### src/inc/flash_cmd_pkg.sv
// Package with command codes, addresses, timing and carrier types
package flash_cmd_pkg;
    localparam int ADDR_W = 27;
    localparam int DATA_W = 8;
    localparam int CLK_MHZ = 20;
    // Bus timing in nanoseconds
    localparam int T_SETUP_NS = 50;
    localparam int T_PULSE_NS = 70;
    localparam int T_HOLD_NS = 50;
    localparam int T_READ_NS = 110;
    localparam int CYC_SETUP = (T_SETUP_NS * CLK_MHZ + 999) / 1000;
    localparam int CYC_PULSE = (T_PULSE_NS * CLK_MHZ + 999) / 1000;
    localparam int CYC_HOLD = (T_HOLD_NS * CLK_MHZ + 999) / 1000;
    localparam int CYC_READ = (T_READ_NS * CLK_MHZ + 999) / 1000;
    localparam int CNT_W = 4;
    // Unlock addresses and command codes
    localparam logic [ADDR_W-1:0] ADDR_UNLOCK1 = 27'h0000AAA;
    localparam logic [ADDR_W-1:0] ADDR_UNLOCK2 = 27'h0000555;
    localparam logic [ADDR_W-1:0] ADDR_CFI = 27'h00000AA;
    localparam logic [ADDR_W-1:0] ADDR_ZERO = 27'h0000000;
    localparam logic [ADDR_W-1:0] OFS_PROT = 27'h0000004;
    localparam logic [ADDR_W-1:0] OFS_SECURE = 27'h0000006;
    localparam logic [ADDR_W-1:0] SECTOR_MASK = 27'h7FF0000;
    // Write buffer page span; plain default, widen to suit the part
    localparam logic [ADDR_W-1:0] PAGE_MASK = 27'h7FFFFE0;
    localparam logic [7:0] D_UNLOCK1 = 8'hAA;
    localparam logic [7:0] D_UNLOCK2 = 8'h55;
    localparam logic [7:0] D_RESET = 8'hF0;
    localparam logic [7:0] D_IDENT = 8'h90;
    localparam logic [7:0] D_CFI = 8'h98;
    localparam logic [7:0] D_PROGRAM = 8'hA0;
    localparam logic [7:0] D_BUF_LOAD = 8'h25;
    localparam logic [7:0] D_BUF_COMMIT = 8'h29;
    localparam logic [7:0] D_BYPASS = 8'h20;
    localparam logic [7:0] D_ERASE = 8'h80;
    localparam logic [7:0] D_SECTOR_ERASE = 8'h30;
    localparam logic [7:0] D_CHIP_ERASE = 8'h10;
    localparam logic [7:0] D_SUSPEND = 8'hB0;
    localparam logic [7:0] D_RESUME = 8'h30;
    localparam logic [7:0] D_SECURE = 8'h88;
    localparam logic [7:0] D_EXIT = 8'h00;
    localparam int TIMEOUT_BIT = 5;
    localparam int SERIAL_BIT = 7;
    localparam logic [7:0] PROT_YES = 8'h01;

    typedef enum logic [4:0] {
        OP_READ, OP_RESET, OP_IDENT_READ, OP_PROT_READ, OP_SECURE_READ,
        OP_CFI, OP_PROGRAM, OP_BUF_START, OP_BUF_WORD, OP_BUF_COMMIT,
        OP_ABORT_RESET, OP_BYPASS_ENTER, OP_BYPASS_PROGRAM,
        OP_BYPASS_SECTOR_ERASE, OP_BYPASS_CHIP_ERASE, OP_BYPASS_EXIT,
        OP_CHIP_ERASE, OP_SECTOR_ERASE, OP_SUSPEND, OP_RESUME,
        OP_SECURE_ENTER, OP_SECURE_EXIT
    } op_t;

    typedef struct packed {
        op_t op;
        logic [ADDR_W-1:0] addr;
        logic [7:0] data;
        logic [5:0] count;
    } cmd_req_t;

    typedef struct packed {
        logic write;
        logic [ADDR_W-1:0] addr;
        logic [7:0] data;
    } bus_cycle_t;

    typedef struct packed {
        logic we_n;
        logic ce_n;
        logic oe_n;
        logic [ADDR_W-1:0] addr;
        logic [15:0] dq_out;
        logic dq_oe;
    } flash_pins_t;
endpackage

### src/verilog/flash_cmd_host.sv
// Host controller that issues flash command sequences over the pins
// Contract
// - Array read is one plain read cycle with no unlock writes.
// - Reset is F0 written to any address; used after timeout flag.
// - Identification entry is three writes, then reads of ID locations.
// - Query entry is 98 to AA, from read array or identification.
// - Program: AA, 55, A0, then value at program location.
// - Buffer load: unlock, 25 at sector, count-1, then each word.
// - Count field is the number of buffer words minus one.
// - All buffer words lie in the page of the start location.
// - Commit buffer with 29 written to the sector address.
// - Abort recovery is AA, 55, F0 to AAA, even in bypass.
// - Bypass: 20 enters; A0 program, 80/30 sector, 80/10 chip.
// - Bypass exit is 90 then 00 to any address.
// - Erase takes six writes, last 30 at sector or 10 at AAA.
// - Secured region entry ends 88; exit ends 90 then 00.
// - Every sequence cycle is a write unless marked as a read.
`timescale 1ns/1ps
module flash_cmd_host
    import flash_cmd_pkg::*;
(
    // Clock and reset
    input wire logic mclk,
    input wire logic sys_rst,
    // Command port
    input wire logic req_valid,
    input wire cmd_req_t req,
    output logic req_ready,
    output logic resp_valid,
    output logic [7:0] resp_data,
    output logic resp_flag,
    output logic refused,
    // Flash pins
    output logic flash_we_n,
    output logic flash_ce_n,
    output logic flash_oe_n,
    output logic [ADDR_W-1:0] flash_addr,
    output logic [15:0] upper_and_low_dq_out,
    output logic dq_oe,
    input wire logic [15:0] dq_in
);
    typedef enum logic [1:0] {M_ARRAY, M_IDENT, M_BYPASS, M_SECURE} mode_t;
    typedef enum logic [1:0] {X_IDLE, X_RUN, X_DONE} seq_t;

    seq_t st;
    mode_t mode;
    logic suspended;
    logic sector_erasing;
    logic busy_op;
    cmd_req_t cur;
    logic [2:0] idx;
    logic [2:0] len;
    logic start;
    logic done;
    logic [15:0] rdata;
    flash_pins_t pins;
    bus_cycle_t cyc;

    flash_bus_cycle flash_bus_cycle_i (
        .mclk(mclk),
        .sys_rst(sys_rst),
        .start(start),
        .cyc(cyc),
        .done(done),
        .rdata(rdata),
        .pins(pins),
        .dq_in(dq_in)
    );

    assign flash_we_n = pins.we_n;
    assign flash_ce_n = pins.ce_n;
    assign flash_oe_n = pins.oe_n;
    assign flash_addr = pins.addr;
    assign upper_and_low_dq_out = pins.dq_out;
    assign dq_oe = pins.dq_oe;

    function automatic bus_cycle_t wr(input logic [ADDR_W-1:0] a,
                                      input logic [7:0] d);
        bus_cycle_t c;
        c.write = 1'b1;
        c.addr = a;
        c.data = d;
        return c;
    endfunction

    function automatic bus_cycle_t rd(input logic [ADDR_W-1:0] a);
        bus_cycle_t c;
        c.write = 1'b0;
        c.addr = a;
        c.data = 8'h00;
        return c;
    endfunction

    function automatic logic [ADDR_W-1:0] sector_of(
        input logic [ADDR_W-1:0] a);
        return a & SECTOR_MASK;
    endfunction

    function automatic logic [ADDR_W-1:0] page_of(
        input logic [ADDR_W-1:0] a);
        return a & PAGE_MASK;
    endfunction

    // Unlock prefix shared by most sequences
    function automatic bus_cycle_t unlock(input logic [2:0] i,
                                          input logic [ADDR_W-1:0] a3,
                                          input logic [7:0] d3);
        unique case (i)
            3'd0: return wr(ADDR_UNLOCK1, D_UNLOCK1);
            3'd1: return wr(ADDR_UNLOCK2, D_UNLOCK2);
            default: return wr(a3, d3);
        endcase
    endfunction

    // Whether a request is legal in the present mode
    function automatic logic allowed(input op_t op, input mode_t m,
                                     input logic susp, input logic serase,
                                     input logic busy);
        unique case (op)
            OP_CFI: return m == M_ARRAY || m == M_IDENT;
            OP_PROT_READ, OP_SECURE_READ:
                return m == M_IDENT;
            OP_BYPASS_PROGRAM, OP_BYPASS_SECTOR_ERASE,
            OP_BYPASS_CHIP_ERASE, OP_BYPASS_EXIT:
                return m == M_BYPASS;
            OP_SUSPEND: return busy && !susp && serase;
            OP_RESUME: return susp;
            OP_CHIP_ERASE, OP_SECTOR_ERASE: return !susp;
            OP_SECURE_EXIT: return m == M_SECURE;
            default: return 1'b1;
        endcase
    endfunction

    function automatic logic [2:0] seq_len(input op_t op);
        unique case (op)
            OP_READ, OP_RESET, OP_PROT_READ,
            OP_SECURE_READ, OP_CFI, OP_BUF_WORD, OP_BUF_COMMIT,
            OP_SUSPEND, OP_RESUME: return 3'd1;
            OP_BYPASS_PROGRAM, OP_BYPASS_SECTOR_ERASE,
            OP_BYPASS_CHIP_ERASE, OP_BYPASS_EXIT: return 3'd2;
            OP_ABORT_RESET, OP_BYPASS_ENTER, OP_SECURE_ENTER: return 3'd3;
            OP_BUF_START: return 3'd5;
            OP_PROGRAM, OP_IDENT_READ, OP_SECURE_EXIT: return 3'd4;
            default: return 3'd6;
        endcase
    endfunction

    // Cycle for step i of the current command
    always_comb
    begin
        cyc = wr(cur.addr, cur.data);
        unique case (cur.op)
            OP_READ: cyc = rd(cur.addr);
            OP_RESET: cyc = wr(cur.addr, D_RESET);
            OP_IDENT_READ:
                cyc = (idx < 3'd3) ? unlock(idx, ADDR_UNLOCK1, D_IDENT)
                    : rd(cur.addr);
            OP_PROT_READ: cyc = rd(sector_of(cur.addr) | OFS_PROT);
            OP_SECURE_READ: cyc = rd(OFS_SECURE);
            OP_CFI: cyc = wr(ADDR_CFI, D_CFI);
            OP_PROGRAM:
                cyc = (idx < 3'd3) ? unlock(idx, ADDR_UNLOCK1, D_PROGRAM)
                    : wr(cur.addr, cur.data);
            OP_BUF_START:
                if (idx < 3'd3)
                    cyc = unlock(idx, sector_of(cur.addr), D_BUF_LOAD);
                else if (idx == 3'd3)
                    cyc = wr(sector_of(cur.addr),
                             {2'b00, cur.count - 6'd1});
                else
                    cyc = wr(cur.addr, cur.data);
            OP_BUF_WORD: cyc = wr(cur.addr, cur.data);
            OP_BUF_COMMIT:
                cyc = wr(sector_of(cur.addr), D_BUF_COMMIT);
            OP_ABORT_RESET: cyc = unlock(idx, ADDR_UNLOCK1, D_RESET);
            OP_BYPASS_ENTER: cyc = unlock(idx, ADDR_UNLOCK1, D_BYPASS);
            OP_BYPASS_PROGRAM:
                cyc = (idx == 3'd0) ? wr(ADDR_ZERO, D_PROGRAM)
                    : wr(cur.addr, cur.data);
            OP_BYPASS_SECTOR_ERASE:
                cyc = (idx == 3'd0) ? wr(ADDR_ZERO, D_ERASE)
                    : wr(sector_of(cur.addr), D_SECTOR_ERASE);
            OP_BYPASS_CHIP_ERASE:
                cyc = (idx == 3'd0) ? wr(ADDR_ZERO, D_ERASE)
                    : wr(ADDR_ZERO, D_CHIP_ERASE);
            OP_BYPASS_EXIT:
                cyc = wr(ADDR_ZERO, (idx == 3'd0) ? D_IDENT : D_EXIT);
            OP_CHIP_ERASE, OP_SECTOR_ERASE:
                if (idx < 3'd3)
                    cyc = unlock(idx, ADDR_UNLOCK1, D_ERASE);
                else if (idx < 3'd5)
                    cyc = unlock(idx - 3'd3, ADDR_UNLOCK1, D_ERASE);
                else if (cur.op == OP_SECTOR_ERASE)
                    cyc = wr(sector_of(cur.addr), D_SECTOR_ERASE);
                else
                    cyc = wr(ADDR_UNLOCK1, D_CHIP_ERASE);
            OP_SUSPEND: cyc = wr(ADDR_ZERO, D_SUSPEND);
            OP_RESUME: cyc = wr(ADDR_ZERO, D_RESUME);
            OP_SECURE_ENTER: cyc = unlock(idx, ADDR_UNLOCK1, D_SECURE);
            OP_SECURE_EXIT:
                cyc = (idx < 3'd3) ? unlock(idx, ADDR_UNLOCK1, D_IDENT)
                    : wr(ADDR_ZERO, D_EXIT);
            default: cyc = wr(cur.addr, cur.data);
        endcase
    end

    // Sequencer
    always_ff @(posedge mclk)
    begin
        if (sys_rst)
        begin
            st <= X_IDLE;
            cur <= '0;
            idx <= 3'd0;
            len <= 3'd0;
            start <= 1'b0;
            req_ready <= 1'b0;
            refused <= 1'b0;
        end
        else
        begin
            start <= 1'b0;
            refused <= 1'b0;
            req_ready <= 1'b0;
            unique case (st)
                X_IDLE:
                    if (req_valid && !req_ready)
                    begin
                        req_ready <= 1'b1;
                        if (allowed(req.op, mode, suspended,
                                    sector_erasing, busy_op)
                            && (req.op != OP_BUF_WORD
                                || page_of(req.addr) == page_of(cur.addr)))
                        begin
                            cur <= req;
                            idx <= 3'd0;
                            len <= seq_len(req.op);
                            start <= 1'b1;
                            st <= X_RUN;
                        end
                        else
                            refused <= 1'b1;
                    end
                X_RUN:
                    if (done)
                    begin
                        if (idx + 3'd1 < len)
                        begin
                            idx <= idx + 3'd1;
                            start <= 1'b1;
                        end
                        else
                            st <= X_DONE;
                    end
                X_DONE:
                    st <= X_IDLE;
            endcase
        end
    end

    // Answer with read data and the flag bit for the read kind
    always_ff @(posedge mclk)
    begin
        if (sys_rst)
        begin
            resp_valid <= 1'b0;
            resp_data <= 8'h00;
            resp_flag <= 1'b0;
        end
        else
        begin
            resp_valid <= st == X_DONE;
            if (st == X_DONE)
            begin
                resp_data <= rdata[7:0];
                unique case (cur.op)
                    OP_PROT_READ:
                        resp_flag <= rdata[7:0] == PROT_YES;
                    OP_SECURE_READ:
                        resp_flag <= rdata[SERIAL_BIT];
                    default:
                        resp_flag <= rdata[TIMEOUT_BIT];
                endcase
            end
        end
    end

    // Tracked device mode after each completed sequence
    always_ff @(posedge mclk)
    begin
        if (sys_rst)
        begin
            mode <= M_ARRAY;
            suspended <= 1'b0;
            sector_erasing <= 1'b0;
            busy_op <= 1'b0;
        end
        else if (st == X_DONE)
        begin
            unique case (cur.op)
                OP_RESET, OP_ABORT_RESET, OP_BYPASS_EXIT, OP_SECURE_EXIT:
                    mode <= M_ARRAY;
                OP_IDENT_READ, OP_PROT_READ, OP_SECURE_READ: mode <= M_IDENT;
                OP_BYPASS_ENTER: mode <= M_BYPASS;
                OP_SECURE_ENTER: mode <= M_SECURE;
                OP_SECTOR_ERASE, OP_BYPASS_SECTOR_ERASE:
                begin
                    busy_op <= 1'b1;
                    sector_erasing <= 1'b1;
                end
                OP_CHIP_ERASE, OP_BYPASS_CHIP_ERASE:
                begin
                    busy_op <= 1'b1;
                    sector_erasing <= 1'b0;
                end
                OP_SUSPEND: suspended <= 1'b1;
                OP_RESUME: suspended <= 1'b0;
                default:
                    mode <= mode;
            endcase
            if (cur.op == OP_RESET)
            begin
                busy_op <= 1'b0;
                suspended <= 1'b0;
                sector_erasing <= 1'b0;
            end
        end
    end
endmodule // flash_cmd_host

### src/verilog/flash_bus_cycle.sv
// One write or read cycle on the parallel flash pins
`timescale 1ns/1ps
module flash_bus_cycle
    import flash_cmd_pkg::*;
(
    // Clock and reset
    input wire logic mclk,
    input wire logic sys_rst,
    // Cycle request
    input wire logic start,
    input wire bus_cycle_t cyc,
    output logic done,
    output logic [15:0] rdata,
    // Pins
    output flash_pins_t pins,
    input wire logic [15:0] dq_in
);
    typedef enum logic [1:0] {S_IDLE, S_SETUP, S_PULSE, S_HOLD} ph_t;
    ph_t ph;
    logic [CNT_W-1:0] cnt;
    logic is_write;
    logic [15:0] dq_s1;
    logic [15:0] dq_s2;

    always_ff @(posedge mclk)
    begin
        dq_s1 <= dq_in;
        dq_s2 <= dq_s1;
    end

    // Address settles before strobes fall; data is held past the rising
    // edge so the device latches it on whichever strobe rises first
    always_ff @(posedge mclk)
    begin
        if (sys_rst)
        begin
            ph <= S_IDLE;
            cnt <= '0;
            done <= 1'b0;
            is_write <= 1'b0;
            rdata <= 16'h0000;
            pins <= '{we_n: 1'b1, ce_n: 1'b1, oe_n: 1'b1,
                      addr: '0, dq_out: 16'h0000, dq_oe: 1'b0};
        end
        else
        begin
            done <= 1'b0;
            unique case (ph)
                S_IDLE:
                    if (start)
                    begin
                        is_write <= cyc.write;
                        pins.addr <= cyc.addr;
                        pins.dq_out <= {8'h00, cyc.data};
                        pins.dq_oe <= cyc.write;
                        cnt <= CNT_W'(CYC_SETUP);
                        ph <= S_SETUP;
                    end
                S_SETUP:
                    if (cnt > CNT_W'(1))
                        cnt <= cnt - CNT_W'(1);
                    else
                    begin
                        pins.ce_n <= 1'b0;
                        pins.we_n <= ~is_write;
                        pins.oe_n <= is_write;
                        cnt <= is_write ? CNT_W'(CYC_PULSE)
                                        : CNT_W'(CYC_READ + 2);
                        ph <= S_PULSE;
                    end
                S_PULSE:
                    if (cnt > CNT_W'(1))
                        cnt <= cnt - CNT_W'(1);
                    else
                    begin
                        pins.we_n <= 1'b1;
                        pins.ce_n <= 1'b1;
                        pins.oe_n <= 1'b1;
                        rdata <= dq_s2;
                        cnt <= CNT_W'(CYC_HOLD);
                        ph <= S_HOLD;
                    end
                S_HOLD:
                    if (cnt > CNT_W'(1))
                        cnt <= cnt - CNT_W'(1);
                    else
                    begin
                        pins.dq_oe <= 1'b0;
                        done <= 1'b1;
                        ph <= S_IDLE;
                    end
            endcase
        end
    end
endmodule // flash_bus_cycle

### config.mk
export PLATFORM = sky130hd
export DESIGN_NAME = flash_cmd_host
export DESIGN_NICKNAME = d
export VERILOG_FILES = /design/src/inc/flash_cmd_pkg.sv /design/src/verilog/flash_cmd_host.sv /design/src/verilog/flash_bus_cycle.sv
export SDC_FILE = /design/constraint.sdc
export NUM_CORES = 1
export LEC_CHECK = 0
export BUFFER_PORTS_ARGS = -buffer_cell sky130_fd_sc_hd__buf_2
export CAP_MARGIN = 20
export CORE_ASPECT_RATIO = 0.5
export CORE_MARGIN = 2
export CORE_UTILIZATION = 45
export DETAILED_ROUTE_END_ITERATION = 10
export GPL_TIMING_DRIVEN = 1
export HOLD_SLACK_MARGIN = 0.12
export PLACE_DENSITY = 0.68
export SLEW_MARGIN = 0
export SYNTH_ARGS = -nofsm -noshare
export SYNTH_HDL_FRONTEND = slang
export SYNTH_SLANG_ARGS = --single-unit
### constraint.sdc
create_clock -name mclk -period 2.51 [get_ports mclk]
set_input_delay 0.502 -clock mclk [delete_from_list [all_inputs] [get_ports mclk]]
set_output_delay 0.502 -clock mclk [all_outputs]
set_load 0.01 [all_outputs]
==> flow_summary.json <==
{
  "outcome": "finished, final reports clean",
  "crit_arrival_ns": 2.70,
  "setup_viol": 0,
  "htreeDepth": 4,
  "holdWs_ns": 0.168,
  "synth-async-reset-ratio_pct": 0,
  "r2r-end": "st[0]",
  "syn_area_per_cell_um2": 7.76,
  "seqPwrFrac_pct": 36.2,
  "period_share_pct": 95.0,
  "worst_pin_slew_ns": 0.750,
  "final.setup_skew_ns": 0.00775,
  "synth_seq_cells": 143,
  "setup_ws_ns": 0.125,
  "num_rows": 33,
  "p_per_area_nw_per_um2": 804,
  "layout-drive-gt1-share_pct": 21.0,
  "grt_pass1_vias": 7202,
  "hold_start": "dq_in[2]",
  "ys.flop_type": "dfxtp_1",
  "dieArea_um2": 18300,
  "totalWireLength_um": 24400,
  "cts.clk_slew.worst_paths_ns": 0.07,
  "r2r_slack_ns": 0.12,
  "grt_max_degree": 97,
  "place_ws_ns": -0.0229,
  "drt_iter0_markers": 838,
  "maxCapViolations": 0,
  "crit_cells": 9,
  "final_cells": 1353,
  "syn_inst": 996,
  "crit_path_max_incr_delay_ns": 0.37,
  "p_leak_nw": 3.70,
  "hold_depth": 1,
  "diodes": 0,
  "reg2reg_depth": 9,
  "path_cells": "inv_1, ha_2, ha_1, a21boi_0, o21ai_2, nand2_1, a21oi_1, a2111oi_4, mux2_1",
  "dpl-instance-area_um2": 8800,
  "wl_per_cell_um": 18.0,
  "rr_startpoint": "idx[0]",
  "numCtsBuffers": 17,
  "worstSkewPairLatency_ns": 0.43,
  "core_um2": 16600,
  "required_ns": 2.82,
  "crit_family": "compound AO/OA/AOI/OAI gates",
  "total_power_mw": 7.58,
  "hold_end": "flash_bus_cycle_i.dq_s1[2]",
  "hp-class": "in -> reg",
  "holdBufCountCts": 0,
  "start_kind": "register",
  "gr-total-overflow": 0,
  "vias": 7841,
  "critPathBufInv": 1,
  "track_usage_pct": 26.3,
  "ant_nets": 0,
  "die_height_um": 96.7,
  "cpMaxStageDelayCell": "dfxtp_2",
  "hold_viol": 0,
  "io_pins": 124,
  "synth_edf_count": 0,
  "sw_frac_of_total_pct": 37.0,
  "synthesis.area_um2": 7730,
  "layout_min_cycle_time_ns": 2.39,
  "crit_type": "reg -> reg",
  "ir_worst_vdd_mv": 0.489,
  "internal_power_mw": 4.78,
  "p_clk_share_pct": 32.7,
  "initial_core_util_pct": 46.6,
  "yosysWarnings": 0,
  "cts_root_buf": "clkbuf_16",
  "tns_ns": 0,
  "dr.pass1.iters": 6,
  "port-buffer-count": 107,
  "routabilityCongestion": 0.994,
  "cts_tree": "yes",
  "ys_seq_area_share_pct": 37.0,
  "slew-limit-headroom_pct": 50.0,
  "fmax_mhz": 419,
  "cp-end-kind": "register",
  "p_comb_share_pct": 31.2,
  "synth_cell_types": 76,
  "postLayoutCellArea_um2": 9430,
  "slew_viol_final": 0,
  "antenna_found_initial": 0,
  "grt_pass1_wl_um": 38600,
  "nNetsFinal": 1196,
  "cts_setup_buffers": 0,
  "dpl.hpwl_um": 17400,
  "p_sw_mw": 2.81,
  "drc": 0,
  "syn_to_final_growth_pct": 22.0,
  "clkSinkCount": 143,
  "cts_buffer_depth": 2,
  "final_util_pct": 56.8,
  "vias_per_cell": 5.80,
  "die_w_um": 189,
  "dp_cells": 1321,
  "cp_max_fo": 5
}
## state kept, by name, indices dropped and copies added, names as in the netlist, 2 cells and up
| register | cells |
|---|---|
| cur | 46 |
| flash_bus_cycle_i.cnt | 4 |
| flash_bus_cycle_i.dq_s1 | 8 |
| flash_bus_cycle_i.dq_s2 | 8 |
| flash_bus_cycle_i.ph | 2 |
| flash_bus_cycle_i.pins | 39 |
| flash_bus_cycle_i.rdata | 8 |
| idx | 3 |
| len | 3 |
| mode | 2 |
| resp_data | 8 |
| st | 2 |
## cell families after synthesis
group	share of synthesized area [%]
compound gates	26.4
simple gates	21.7
flops	37.0
buf+inv	7.01
xor+xnor	3.06
fa+ha+maj	2.91
mux	1.85
other cells	0.0485
## Yosys cell counts (3+ instances only)
| cell type | number | area, um2 |
|---|---|---|
| a2111oi_0 | 5 | 43.8 |
| a211oi_1 | 14 | 105 |
| a21boi_0 | 3 | 22.5 |
| a21o_1 | 6 | 45.0 |
| a21oi_1 | 125 | 626 |
| a22oi_1 | 3 | 22.5 |
| a2bb2oi_1 | 3 | 26.3 |
| a311oi_1 | 4 | 35.0 |
| a31oi_1 | 12 | 75.1 |
| a32oi_1 | 6 | 52.6 |
| and2_1 | 4 | 25.0 |
| buf_1 | 3 | 11.3 |
| buf_2 | 24 | 120 |
| buf_4 | 12 | 90.1 |
| clkbuf_1 | 51 | 191 |
| dfxtp_1 | 143 | 2860 |
| ha_1 | 18 | 225 |
| inv_1 | 28 | 105 |
| mux2i_1 | 12 | 120 |
| nand2_1 | 80 | 300 |
| nand2b_1 | 18 | 113 |
| nand3_1 | 78 | 390 |
| nand3b_1 | 3 | 22.5 |
| nand4_1 | 5 | 31.3 |
| nand4b_1 | 3 | 26.3 |
| nor2_1 | 60 | 225 |
| nor2b_1 | 14 | 87.6 |
| nor3_1 | 15 | 75.1 |
| nor3b_1 | 8 | 60.1 |
| nor4_1 | 9 | 56.3 |
| nor4b_1 | 4 | 35.0 |
| o211ai_1 | 5 | 37.5 |
| o21a_1 | 3 | 22.5 |
| o21ai_0 | 103 | 515 |
| o21bai_1 | 3 | 22.5 |
| o221ai_1 | 3 | 26.3 |
| o22ai_1 | 8 | 50.1 |
| o311ai_0 | 4 | 35.0 |
| o31ai_1 | 5 | 37.5 |
| or2_2 | 3 | 18.8 |
| or3_1 | 13 | 81.3 |
| xnor2_1 | 6 | 52.6 |
| xor2_1 | 21 | 184 |
## power by group through the flow
stage / Sequential [mW] / Combinational (mW) / Clock [mW]
4_1_cts: 2.74 / 2.33 / 2.49
5_1_grt: 2.77 / 2.59 / 2.61
3_3_place_gp: 2.78 / 2.25 / 0
2_1_floorplan: 2.76 / 1.54 / 0
3_5_place_dp: 2.79 / 2.29 / 0
6_report: 2.74 / 2.36 / 2.48
## timing repair
action                                  in CTS  in global routing
endpoints found under the setup margin       3                 25
pin swaps                                    0                  0
gates resized for setup                      3                 11
## final cells by class
cell class | count | area, um2
clock inverter | 15 | 148
sequential | 143 | 2860
fill | 1573 | 7170
multi-input combinational | 738 | 4430
clock buffer | 17 | 425
tap | 227 | 284
inverter | 30 | 113
timing repair buffer | 183 | 1170
## worst max path at each step
stage / end / slack [ns] / startpoint
6_report: st[0] / 0.12 / idx[0]
4_1_cts: st[0] / 0.04 / idx[0]
3_3_place_gp: idx[2] / 0.07 / idx[0]
2_1_floorplan: idx[0] / 0.04 / idx[0]
3_5_place_dp: idx[2] / -0.02 / idx[0]
5_1_grt: st[0] / -0.009 / idx[0]
## layout by cell type, fill, tap and decap left out, drive strengths merged, types with 9 or more instances in the layout
| cell type | instances |
|---|---|
| dfxtp | 143 |
| xor2 | 21 |
| buf | 183 |
| nand2 | 80 |
| a21oi | 126 |
| nor2b | 14 |
| nor3 | 15 |
| or3 | 13 |
| nor2 | 60 |
| a211oi | 14 |
| ha | 18 |
| nor4 | 9 |
| nand2b | 18 |
| mux2i | 12 |
| inv | 35 |
| o21ai | 104 |
| nand3 | 78 |
| clkbuf | 17 |
| a31oi | 12 |
## routing by layer
metal,wire length [um],vias to the layer above,global-route usage (%),share of wire [%]
met1,11800,3698,38.4,48
met2,10700,302,39.5,44
met3,1520,30,5.08,6.2
li1,-,3811,-,-
met4,305,0,7.04,1.3
met5,0,-,0,0
(Power assumes the default switching activity.)
